**src/rtl/link_err_defines.svh**
```systemverilog
/*
 * constants for the multi-drop link error status bank: offsets, field positions, reset values, counts.
 * assumes inclusion by bare name from the package and the design file.
 */
`ifndef LINK_ERR_DEFINES_SVH
`define LINK_ERR_DEFINES_SVH

// station count and address layout
`define ST_NUM 8
`define ST_IDX_W 3
`define ADDR_W 8
`define DATA_W 16
`define GLOBAL_OFF 8'h00
`define ST_BASE_OFF 8'h10
`define IRQ_STAT_OFF 8'h04
`define IRQ_MASK_OFF 8'h05
`define CTRL_OFF 8'h06
// global word fields
`define G_INIT_BIT 1
`define G_COND_BIT 4
`define G_RD_BIT 6
`define G_WR_BIT 7
// station word fields
`define S_EN_BIT 0
`define S_COND_BIT 4
`define S_RD_BIT 6
`define S_WR_BIT 7
// interrupt status fields
`define I_COND_BIT 0
`define I_RD_BIT 1
`define I_WR_BIT 2
`define IRQ_W 3
// clear sweep length: one cycle per station
`define INIT_CYCLES 4'h8
`define INIT_CNT_W 4
`define ZERO16 16'h0000
// last count of the clear sweep
`define INIT_LAST 4'h1
// control word: auto retry switch
`define CTRL_RETRY_BIT 0
// global word bits that carry a field; the rest read zero
`define G_USED_MASK 16'h00D2

`endif

```
**src/rtl/link_err_pkg.sv**
```systemverilog
/*
 * types for the multi-drop link error status bank.
 * assumes link_err_defines.svh sits on the include path.
 */
`include "link_err_defines.svh"

package link_err_pkg;

    // register bus request from software
    typedef struct packed {
        logic wr;
        logic rd;
        logic [`ADDR_W-1:0] addr;
        logic [`DATA_W-1:0] wdata;
    } reg_req_t;

    // link engine events for one cycle
    typedef struct packed {
        logic [`ST_NUM-1:0] comm_err;
        logic [`ST_NUM-1:0] rd_fail;
        logic [`ST_NUM-1:0] wr_fail;
    } link_evt_t;

    typedef enum logic [1:0] {
        ST_IDLE,
        ST_CLEAR
    } init_state_t;

endpackage

```
**src/rtl/multidrop_link_error_status.sv**
```systemverilog
/*
 * multi-drop link error status bank: one global error word, one word per station,
 * interrupt status and mask, and a control word with the auto-retry switch.
 * assumes link events arrive on sys_clk from the link engine, register bus on sys_clk.
 */
// The implementer's own choices: the register addresses and the strobed register port.
`timescale 1ns/1ps
`default_nettype none
`include "link_err_defines.svh"

module multidrop_link_error_status
    import link_err_pkg::*;
(
    // clock and reset
    input wire logic sys_clk,
    input wire logic arst_n,
    // register bus
    input wire logic [`ADDR_W-1:0] reg_addr,
    input wire logic [`DATA_W-1:0] reg_wdata,
    input wire logic reg_wr,
    input wire logic reg_rd,
    output logic [`DATA_W-1:0] reg_rdata,
    // link engine events, same clock
    input wire logic [`ST_NUM-1:0] comm_err,
    input wire logic [`ST_NUM-1:0] rd_fail,
    input wire logic [`ST_NUM-1:0] wr_fail,
    input wire logic retry_busy,
    // link engine controls
    output logic [`ST_NUM-1:0] poll_en,
    output logic poll_pause,
    // interrupt
    output logic irq
);

    reg_req_t req;
    link_evt_t evt;
    init_state_t init_state_r;
    logic [`INIT_CNT_W-1:0] init_cnt_r;
    logic auto_retry_r;
    logic [`ST_NUM-1:0] st_en_r;
    logic [`ST_NUM-1:0] st_rd_log_r;
    logic [`ST_NUM-1:0] st_wr_log_r;
    logic g_rd_log_r;
    logic g_wr_log_r;
    logic [`IRQ_W-1:0] irq_stat_r;
    logic [`IRQ_W-1:0] irq_mask_r;
    logic g_cond;
    logic g_cond_q_r;
    logic init_go;
    logic init_busy;
    logic [`IRQ_W-1:0] irq_evt;
    logic [`IRQ_W-1:0] irq_stat_nxt;

    assign req = '{wr: reg_wr, rd: reg_rd, addr: reg_addr, wdata: reg_wdata};
    assign evt = '{comm_err: comm_err, rd_fail: rd_fail, wr_fail: wr_fail};

    // station decode: true when the address hits the station block
    function automatic logic is_station(input logic [`ADDR_W-1:0] a);
        is_station = (a >= `ST_BASE_OFF) && (a < (`ST_BASE_OFF + 8'(`ST_NUM)));
    endfunction

    function automatic logic [`ST_IDX_W-1:0] station_idx(input logic [`ADDR_W-1:0] a);
        logic [`ADDR_W-1:0] d;
        d = a - `ST_BASE_OFF;
        station_idx = d[`ST_IDX_W-1:0];
    endfunction

    // a zero in the init bit starts nothing
    assign init_go = req.wr && (req.addr == `GLOBAL_OFF) && req.wdata[`G_INIT_BIT];
    assign init_busy = (init_state_r == ST_CLEAR);

    // init sweep, reads one until finished
    always_ff @(posedge sys_clk or negedge arst_n) begin
        if (!arst_n) begin
            init_state_r <= ST_IDLE;
            init_cnt_r <= '0;
        end else begin
            case (init_state_r)
                ST_IDLE: begin
                    if (init_go) begin
                        init_state_r <= ST_CLEAR;
                        init_cnt_r <= `INIT_CYCLES;
                    end
                end
                ST_CLEAR: begin
                    if (init_cnt_r == `INIT_LAST) begin
                        init_state_r <= ST_IDLE;
                    end
                    init_cnt_r <= init_cnt_r - `INIT_LAST;
                end
                default: begin
                    init_state_r <= ST_IDLE;
                end
            endcase
        end
    end

    // control word: auto retry switch, reset on
    always_ff @(posedge sys_clk or negedge arst_n) begin
        if (!arst_n) begin
            auto_retry_r <= 1'b1;
        end else if (req.wr && req.addr == `CTRL_OFF) begin
            auto_retry_r <= req.wdata[`CTRL_RETRY_BIT];
        end
    end

    // station enable bits
    always_ff @(posedge sys_clk or negedge arst_n) begin
        if (!arst_n) begin
            st_en_r <= '1;
        end else if (auto_retry_r) begin
            // auto retry holds enables at one
            st_en_r <= '1;
        end else if (init_busy) begin
            st_en_r <= '1;
        end else begin
            for (int i = 0; i < `ST_NUM; i++) begin
                if (req.wr && is_station(req.addr) && station_idx(req.addr) == `ST_IDX_W'(i)) begin
                    st_en_r[i] <= req.wdata[`S_EN_BIT];
                end
                // error drops the enable, wins over a write
                if (evt.comm_err[i]) begin
                    st_en_r[i] <= 1'b0;
                end
            end
        end
    end

    // station sticky logs
    always_ff @(posedge sys_clk or negedge arst_n) begin
        if (!arst_n) begin
            st_rd_log_r <= '0;
            st_wr_log_r <= '0;
        end else if (init_busy) begin
            st_rd_log_r <= '0;
            st_wr_log_r <= '0;
        end else begin
            st_rd_log_r <= st_rd_log_r | evt.rd_fail;
            st_wr_log_r <= st_wr_log_r | evt.wr_fail;
        end
    end

    // global sticky logs
    always_ff @(posedge sys_clk or negedge arst_n) begin
        if (!arst_n) begin
            g_rd_log_r <= 1'b0;
            g_wr_log_r <= 1'b0;
        end else if (init_busy) begin
            g_rd_log_r <= 1'b0;
            g_wr_log_r <= 1'b0;
        end else begin
            // any failed read sets global log
            g_rd_log_r <= g_rd_log_r | (|evt.rd_fail);
            // any failed write sets global log
            g_wr_log_r <= g_wr_log_r | (|evt.wr_fail);
        end
    end

    // forced to zero without auto retry
    assign g_cond = auto_retry_r && (|(evt.comm_err & st_en_r));

    // polling controls
    always_ff @(posedge sys_clk or negedge arst_n) begin
        if (!arst_n) begin
            poll_en <= '0;
            poll_pause <= 1'b0;
        end else begin
            // enable bit gates polling; none during init
            poll_en <= init_busy ? '0 : st_en_r;
            poll_pause <= retry_busy;
        end
    end

    // interrupt events: rising condition, new read and write failures
    always_ff @(posedge sys_clk or negedge arst_n) begin
        if (!arst_n) begin
            g_cond_q_r <= 1'b0;
        end else begin
            g_cond_q_r <= g_cond;
        end
    end

    assign irq_evt = {|evt.wr_fail, |evt.rd_fail, g_cond & ~g_cond_q_r};

    // sticky status, write one to clear, set wins
    always_comb begin
        irq_stat_nxt = irq_stat_r;
        if (req.wr && req.addr == `IRQ_STAT_OFF) begin
            irq_stat_nxt = irq_stat_nxt & ~req.wdata[`IRQ_W-1:0];
        end
        irq_stat_nxt = irq_stat_nxt | irq_evt;
    end

    always_ff @(posedge sys_clk or negedge arst_n) begin
        if (!arst_n) begin
            irq_stat_r <= '0;
            irq_mask_r <= '0;
        end else begin
            irq_stat_r <= irq_stat_nxt;
            if (req.wr && req.addr == `IRQ_MASK_OFF) begin
                irq_mask_r <= req.wdata[`IRQ_W-1:0];
            end
        end
    end

    // level interrupt, registered
    always_ff @(posedge sys_clk or negedge arst_n) begin
        if (!arst_n) begin
            irq <= 1'b0;
        end else begin
            irq <= |(irq_stat_nxt & irq_mask_r);
        end
    end

    // read data, one cycle after the strobe; zero otherwise
    always_ff @(posedge sys_clk or negedge arst_n) begin
        if (!arst_n) begin
            reg_rdata <= `ZERO16;
        end else begin
            reg_rdata <= `ZERO16;
            if (req.rd) begin
                if (req.addr == `GLOBAL_OFF) begin
                    reg_rdata[`G_INIT_BIT] <= init_busy;
                    reg_rdata[`G_COND_BIT] <= g_cond;
                    reg_rdata[`G_RD_BIT] <= g_rd_log_r;
                    reg_rdata[`G_WR_BIT] <= g_wr_log_r;
                end else if (is_station(req.addr)) begin
                    reg_rdata[`S_EN_BIT] <= st_en_r[station_idx(req.addr)];
                    reg_rdata[`S_COND_BIT] <= evt.comm_err[station_idx(req.addr)];
                    reg_rdata[`S_RD_BIT] <= st_rd_log_r[station_idx(req.addr)];
                    reg_rdata[`S_WR_BIT] <= st_wr_log_r[station_idx(req.addr)];
                end else if (req.addr == `IRQ_STAT_OFF) begin
                    reg_rdata[`IRQ_W-1:0] <= irq_stat_r;
                end else if (req.addr == `IRQ_MASK_OFF) begin
                    reg_rdata[`IRQ_W-1:0] <= irq_mask_r;
                end else if (req.addr == `CTRL_OFF) begin
                    reg_rdata[`CTRL_RETRY_BIT] <= auto_retry_r;
                end
            end
        end
    end

    // init holds for the whole sweep then drops
    init_sweep_a: assert property (@(posedge sys_clk) disable iff (!arst_n)
        $rose(init_busy) |-> init_busy [*8] ##1 !init_busy)
        else $error("init sweep length wrong");

    init_clears_a: assert property (@(posedge sys_clk) disable iff (!arst_n)
        init_busy |=> (st_rd_log_r == '0 && st_wr_log_r == '0 && !g_rd_log_r && !g_wr_log_r))
        else $error("init did not clear logs");

    zero_no_init_a: assert property (@(posedge sys_clk) disable iff (!arst_n)
        (!init_busy && req.wr && req.addr == `GLOBAL_OFF && !req.wdata[`G_INIT_BIT]) |=> !init_busy)
        else $error("zero write started init");

    cond_retry_off_a: assert property (@(posedge sys_clk) disable iff (!arst_n)
        !auto_retry_r |-> !g_cond)
        else $error("condition set with retry off");

    cond_enabled_a: assert property (@(posedge sys_clk) disable iff (!arst_n)
        (auto_retry_r && |(evt.comm_err & st_en_r)) |-> g_cond)
        else $error("condition missed enabled error");

    rd_log_sticks_a: assert property (@(posedge sys_clk) disable iff (!arst_n)
        (|evt.rd_fail && !init_busy) |=> g_rd_log_r)
        else $error("global read log not set");

    wr_log_sticks_a: assert property (@(posedge sys_clk) disable iff (!arst_n)
        (g_wr_log_r && !init_busy) |=> g_wr_log_r)
        else $error("global write log dropped");

    retry_holds_en_a: assert property (@(posedge sys_clk) disable iff (!arst_n)
        auto_retry_r |=> st_en_r == '1)
        else $error("enable not held with retry on");

    err_drops_en_a: assert property (@(posedge sys_clk) disable iff (!arst_n)
        (!auto_retry_r && !init_busy) |=> ((st_en_r & $past(evt.comm_err)) == '0))
        else $error("error did not drop enable");

    pause_follows_a: assert property (@(posedge sys_clk) disable iff (!arst_n)
        retry_busy |=> poll_pause)
        else $error("polling not paused");

    // sticky logs set on a failure and never drop outside the sweep
    st_rd_set_a: assert property (@(posedge sys_clk) disable iff (!arst_n)
        !init_busy |=> (($past(evt.rd_fail) & ~st_rd_log_r) == '0))
        else $error("station read log not set");

    st_wr_set_a: assert property (@(posedge sys_clk) disable iff (!arst_n)
        !init_busy |=> (($past(evt.wr_fail) & ~st_wr_log_r) == '0))
        else $error("station write log not set");

    st_rd_keep_a: assert property (@(posedge sys_clk) disable iff (!arst_n)
        !init_busy |=> (($past(st_rd_log_r) & ~st_rd_log_r) == '0))
        else $error("station read log dropped");

    st_wr_keep_a: assert property (@(posedge sys_clk) disable iff (!arst_n)
        !init_busy |=> (($past(st_wr_log_r) & ~st_wr_log_r) == '0))
        else $error("station write log dropped");

    rd_log_keep_a: assert property (@(posedge sys_clk) disable iff (!arst_n)
        (g_rd_log_r && !init_busy) |=> g_rd_log_r)
        else $error("global read log dropped");

    wr_log_set_a: assert property (@(posedge sys_clk) disable iff (!arst_n)
        (|evt.wr_fail && !init_busy) |=> g_wr_log_r)
        else $error("global write log not set");

    poll_gate_a: assert property (@(posedge sys_clk) disable iff (!arst_n)
        !init_busy |=> (poll_en == $past(st_en_r)))
        else $error("poll gate differs from enables");

    poll_init_a: assert property (@(posedge sys_clk) disable iff (!arst_n)
        init_busy |=> (poll_en == '0))
        else $error("polling during init sweep");

    init_restart_a: assert property (@(posedge sys_clk) disable iff (!arst_n)
        init_busy |=> (st_en_r == '1))
        else $error("init did not restore enables");

    rd_cond_off_a: assert property (@(posedge sys_clk) disable iff (!arst_n)
        (req.rd && req.addr == `GLOBAL_OFF && !auto_retry_r) |=> !reg_rdata[`G_COND_BIT])
        else $error("condition read with retry off");

    rd_cond_mask_a: assert property (@(posedge sys_clk) disable iff (!arst_n)
        (req.rd && req.addr == `GLOBAL_OFF && (evt.comm_err & st_en_r) == '0) |=> !reg_rdata[`G_COND_BIT])
        else $error("condition read from disabled station");

    rd_init_busy_a: assert property (@(posedge sys_clk) disable iff (!arst_n)
        (req.rd && req.addr == `GLOBAL_OFF && init_busy) |=> reg_rdata[`G_INIT_BIT])
        else $error("init bit read zero while sweeping");

    rd_reserved_a: assert property (@(posedge sys_clk) disable iff (!arst_n)
        (req.rd && req.addr == `GLOBAL_OFF) |=> ((reg_rdata & ~`G_USED_MASK) == `ZERO16))
        else $error("reserved global bits read nonzero");

    rd_st_cond_a: assert property (@(posedge sys_clk) disable iff (!arst_n)
        (req.rd && is_station(req.addr) && evt.comm_err == '0) |=> !reg_rdata[`S_COND_BIT])
        else $error("station condition read without error");

    rd_idle_zero_a: assert property (@(posedge sys_clk) disable iff (!arst_n)
        !req.rd |=> (reg_rdata == `ZERO16))
        else $error("read data not zero when idle");

    init_run_c: cover property (@(posedge sys_clk) disable iff (!arst_n) $fell(init_busy));
    drop_en_c: cover property (@(posedge sys_clk) disable iff (!arst_n) $fell(&st_en_r));
    irq_c: cover property (@(posedge sys_clk) disable iff (!arst_n) $rose(irq));
    pause_c: cover property (@(posedge sys_clk) disable iff (!arst_n) $rose(poll_pause));

endmodule

`default_nettype wire

```
**config.mk**
```make
export PLATFORM = sky130hd
export DESIGN_NAME = multidrop_link_error_status
export DESIGN_NICKNAME = d
export VERILOG_FILES = /design/src/rtl/link_err_pkg.sv /design/src/rtl/multidrop_link_error_status.sv
export VERILOG_INCLUDE_DIRS = /design/src /design/src/rtl
export SDC_FILE = /design/constraint.sdc
export NUM_CORES = 1
export LEC_CHECK = 0
export ABC_AREA = 1
export BUFFER_PORTS_ARGS = -buffer_cell sky130_fd_sc_hd__buf_4
export CORE_MARGIN = 3
export CORE_UTILIZATION = 38
export CTS_CLUSTER_DIAMETER = 60
export DETAILED_ROUTE_END_ITERATION = 7
export PLACE_DENSITY = 0.69
export SLEW_MARGIN = 20
export SYNTH_ARGS = -nofsm -noshare
export SYNTH_HDL_FRONTEND = slang
export SYNTH_SLANG_ARGS = --single-unit
```
**constraint.sdc**
```tcl
create_clock -name sys_clk -period 2.1 [get_ports sys_clk]
set_clock_uncertainty 0.05 [all_clocks]
set_input_delay 0.315 -clock sys_clk [delete_from_list [all_inputs] [get_ports sys_clk]]
set_output_delay 0.315 -clock sys_clk [all_outputs]
set_load 0.02 [all_outputs]
```
==> impl_metrics.json <==
{
  "status": "finished with violations",
  "violations": "hold timing",
  "ys_seq_elements": 55,
  "die_area_sq_um": 8460,
  "crit_path_start": "reg_addr[7]",
  "post_cts_buffers": 0,
  "hold_buffers": 0,
  "clockPowerShare_pct": 29.0,
  "globalplace.congestion": 0.859,
  "crit_type": "primary input to flip-flop",
  "start_kind": "primary input",
  "cts_made_buffers": 5,
  "ant_nets": 0,
  "crit_path_cell_trace": "buf_4 > nor2_1 > nand2_1 > nor2_2 > inv_2 > o21ai_0 > a21oi_1",
  "dp_hpwl_um": 4910,
  "synth_flop_cell": "dfrtp_1",
  "power_leakage_nw": 1.70,
  "fin_crit_sh_pct": 64.2,
  "synthCells": 374,
  "layout.nets": 485,
  "crit_arrival_ns": 1.48,
  "stdcell_area_sq_um": 3410,
  "vias": 2509,
  "synth_cell_types": 29,
  "synth_edf_count": 0,
  "drt_iter0_drc": 147,
  "crit_slowest_cell": "nor2_2",
  "clock_tree.htree_level_count": 2,
  "via_per_inst": 4.76,
  "synth_area_leader_cell": "dfrtp_1",
  "drv_slew": 0,
  "synth_area_sq_um": 2810,
  "grt_pass1_vias": 2369,
  "netlist_top_cells_count": "97 x nor2_1, 76 x nand2_1, 46 x dfrtp_1, 33 x inv_1, 30 x nand3_1",
  "cts.sinks": 55,
  "reg2regPathDepth": 8,
  "portBuffers": 55,
  "synthTopCellsByArea": "dfrtp_1 41%, nor2_1 13%, nand2_1 10%",
  "tritoncts": "yes",
  "clk_latency_ns": 0.31,
  "syn_avg_cell_area_sq_um": 7.51,
  "relSlewSlack_pct": 54.0,
  "cts_resized": 0,
  "place_area_sq_um": 3290,
  "p_int_w": 0.00178,
  "max_stage_delay_ns": 0.30,
  "required_ns": 2.23,
  "start_util_pct": 40.2,
  "p_per_area_nw_per_um2": 730,
  "critical_path.endpoint_type": "flip-flop",
  "drc": 0,
  "ioPinCount": 79,
  "clk_pin_slew_ns": 0.10,
  "yosysWarnings": 0,
  "gr-total-overflow": 0,
  "final_hold_viol_count": 6,
  "max_slew.worst_pin.slew_ns": 0.690,
  "setup_tns_ns": 0,
  "routed_wl_um": 6600,
  "ctsLongestPathBuffers": 2,
  "num_rows": 30,
  "setup_viol": 0,
  "power.switching_w": 0.000704,
  "cap_violations": 0,
  "die_x_um": 92.0,
  "diodes": 0,
  "synth_top_area_share_pct": 41.0,
  "drtPass1Iterations": 4,
  "seq_power_share_pct": 51.1,
  "grt_pass1_wl_um": 11300,
  "comb_power_share_pct": 19.9,
  "hold_class": "primary input to async pin",
  "dieHeight_um": 92.0,
  "drive_gt1_share_pct": 20.4,
  "wl_per_cell_um": 12.5,
  "synthArstFlopShare_pct": 100,
  "grt_max_degree": 56,
  "core_sq_um": 6980,
  "fill_cells": 715,
  "r2r_start": "st_en_r[7]$_DFFE_PN1P_",
  "clock_tree.root_cell": "clkbuf_8",
  "antenna_found_initial": 0,
  "ir_drop_uv": 271,
  "grt_usage_pct": 16.6,
  "period_needed_ns": 1.35,
  "syn_to_final_growth_pct": 21.2,
  "synth.most_common_cell": "nor2_1",
  "switching_share_pct": 28.3,
  "rsz0062_at_grt": "false",
  "fmax_mhz": 741,
  "crit_fanout": 7,
  "seq_area_frac_synth_pct": 49.4,
  "holdWs_ns": -0.00876
}
-- worst max-delay path, delay by kind of cell --
family | cells | cell delay [ns]
buffers and inverters | 2 | 0.23
AOI/OAI and AO/OA | 2 | 0.25
and+or+nand+nor | 3 | 0.69
-- per-stage QoR --
stage | utilization [%] | total power, W | std cells | worst slack, ns
global route | 48.8 | 0.00265 | 527 | 0.632
detailed placement | 47.1 | 0.00179 | 519 | 0.441
global placement | 47.1 | 0.00177 | 519 | 0.475
floorplan | - | 0.00159 | 383 | 0.799
finish | 48.8 | 0.00249 | 527 | 0.751
CTS | 48.8 | 0.00251 | 527 | 0.754
-- layout make-up --
type,count,area [sq um],share of cell area [%]
flip-flops and latches,55,1390,40.7
multi-input cells,273,1210,35.4
repair buffers,58,435,12.8
inverters,37,139,4.08
well taps,96,120,3.53
clock buffers,6,82.6,2.42
clock inverters,2,35.0,1.03
-- final timing paths --
check / slack, ns / endpoint
max: 0.75 / reg_rdata[7]$_DFF_PN0_
min: -0.009 / poll_en[1]$_DFF_PN0_
max reg2reg: 0.80 / reg_rdata[4]$_DFF_PN0_
min reg2reg: 0.45 / irq_mask_r[2]$_DFFE_PN0P_
max in group asynchronous: 1.54 / irq_mask_r[0]$_DFFE_PN0P_
min in group sys_clk: 0.06 / poll_pause$_DFF_PN0_
-- flip-flops by register name, indices dropped and copies added (netlist names) --
signal / cells
st_rd_log_r: 8
poll_en: 8
init_state_r: 1
auto_retry_r: 1
g_cond_q_r: 1
st_en_r: 8
poll_pause: 1
irq_stat_r: 3
reg_rdata: 6
st_wr_log_r: 8
g_rd_log_r: 1
irq: 1
init_cnt_r: 4
irq_mask_r: 3
g_wr_log_r: 1
-- cell families (layout without fill, tap and decap cells) --
group	after synthesis	in the layout	synth area share, %
AOI/OAI and AO/OA	29	29	5.48
adders and majority gates	2	2	0.891
buffers and inverters	55	103	8.86
DFF	55	55	49.4
other	1	10	0.134
and+or+nand+nor	232	232	35.2
-- power by group through the flow --
stage	combinational [W]	sequential [W]	clock [W]
global route	0.000568	0.00129	0.000798
detailed placement	0.000496	0.00129	0
floorplan	0.000280	0.00131	0
CTS	0.000497	0.00127	0.000747
finish	0.000494	0.00127	0.000722
global placement	0.000488	0.00129	0
-- cell usage in the layout, fill, tap and decap left out, types with 8 or more instances in the layout --
cell type | Yosys | layout
nor2_1 | 97 | 97
nand2_1 | 76 | 76
buf_4 | 11 | 58
dfrtp_1 | 46 | 46
inv_1 | 33 | 33
nand3_1 | 30 | 30
a21oi_1 | 15 | 15
conb_1 | 1 | 10
dfstp_2 | 9 | 9
nor3_1 | 8 | 8
-- metal layers --
| metal | vias up | track usage (%) | wire (um) |
|---|---|---|---|
| met3 | 11 | 3.04 | 420 |
| li1 | 1269 | - | - |
| met5 | - | 0 | 0 |
| met4 | 0 | 5.69 | 125 |
| met1 | 1138 | 22.6 | 2990 |
| met2 | 91 | 26.8 | 3060 |
Power figures use the tool's default switching activity.
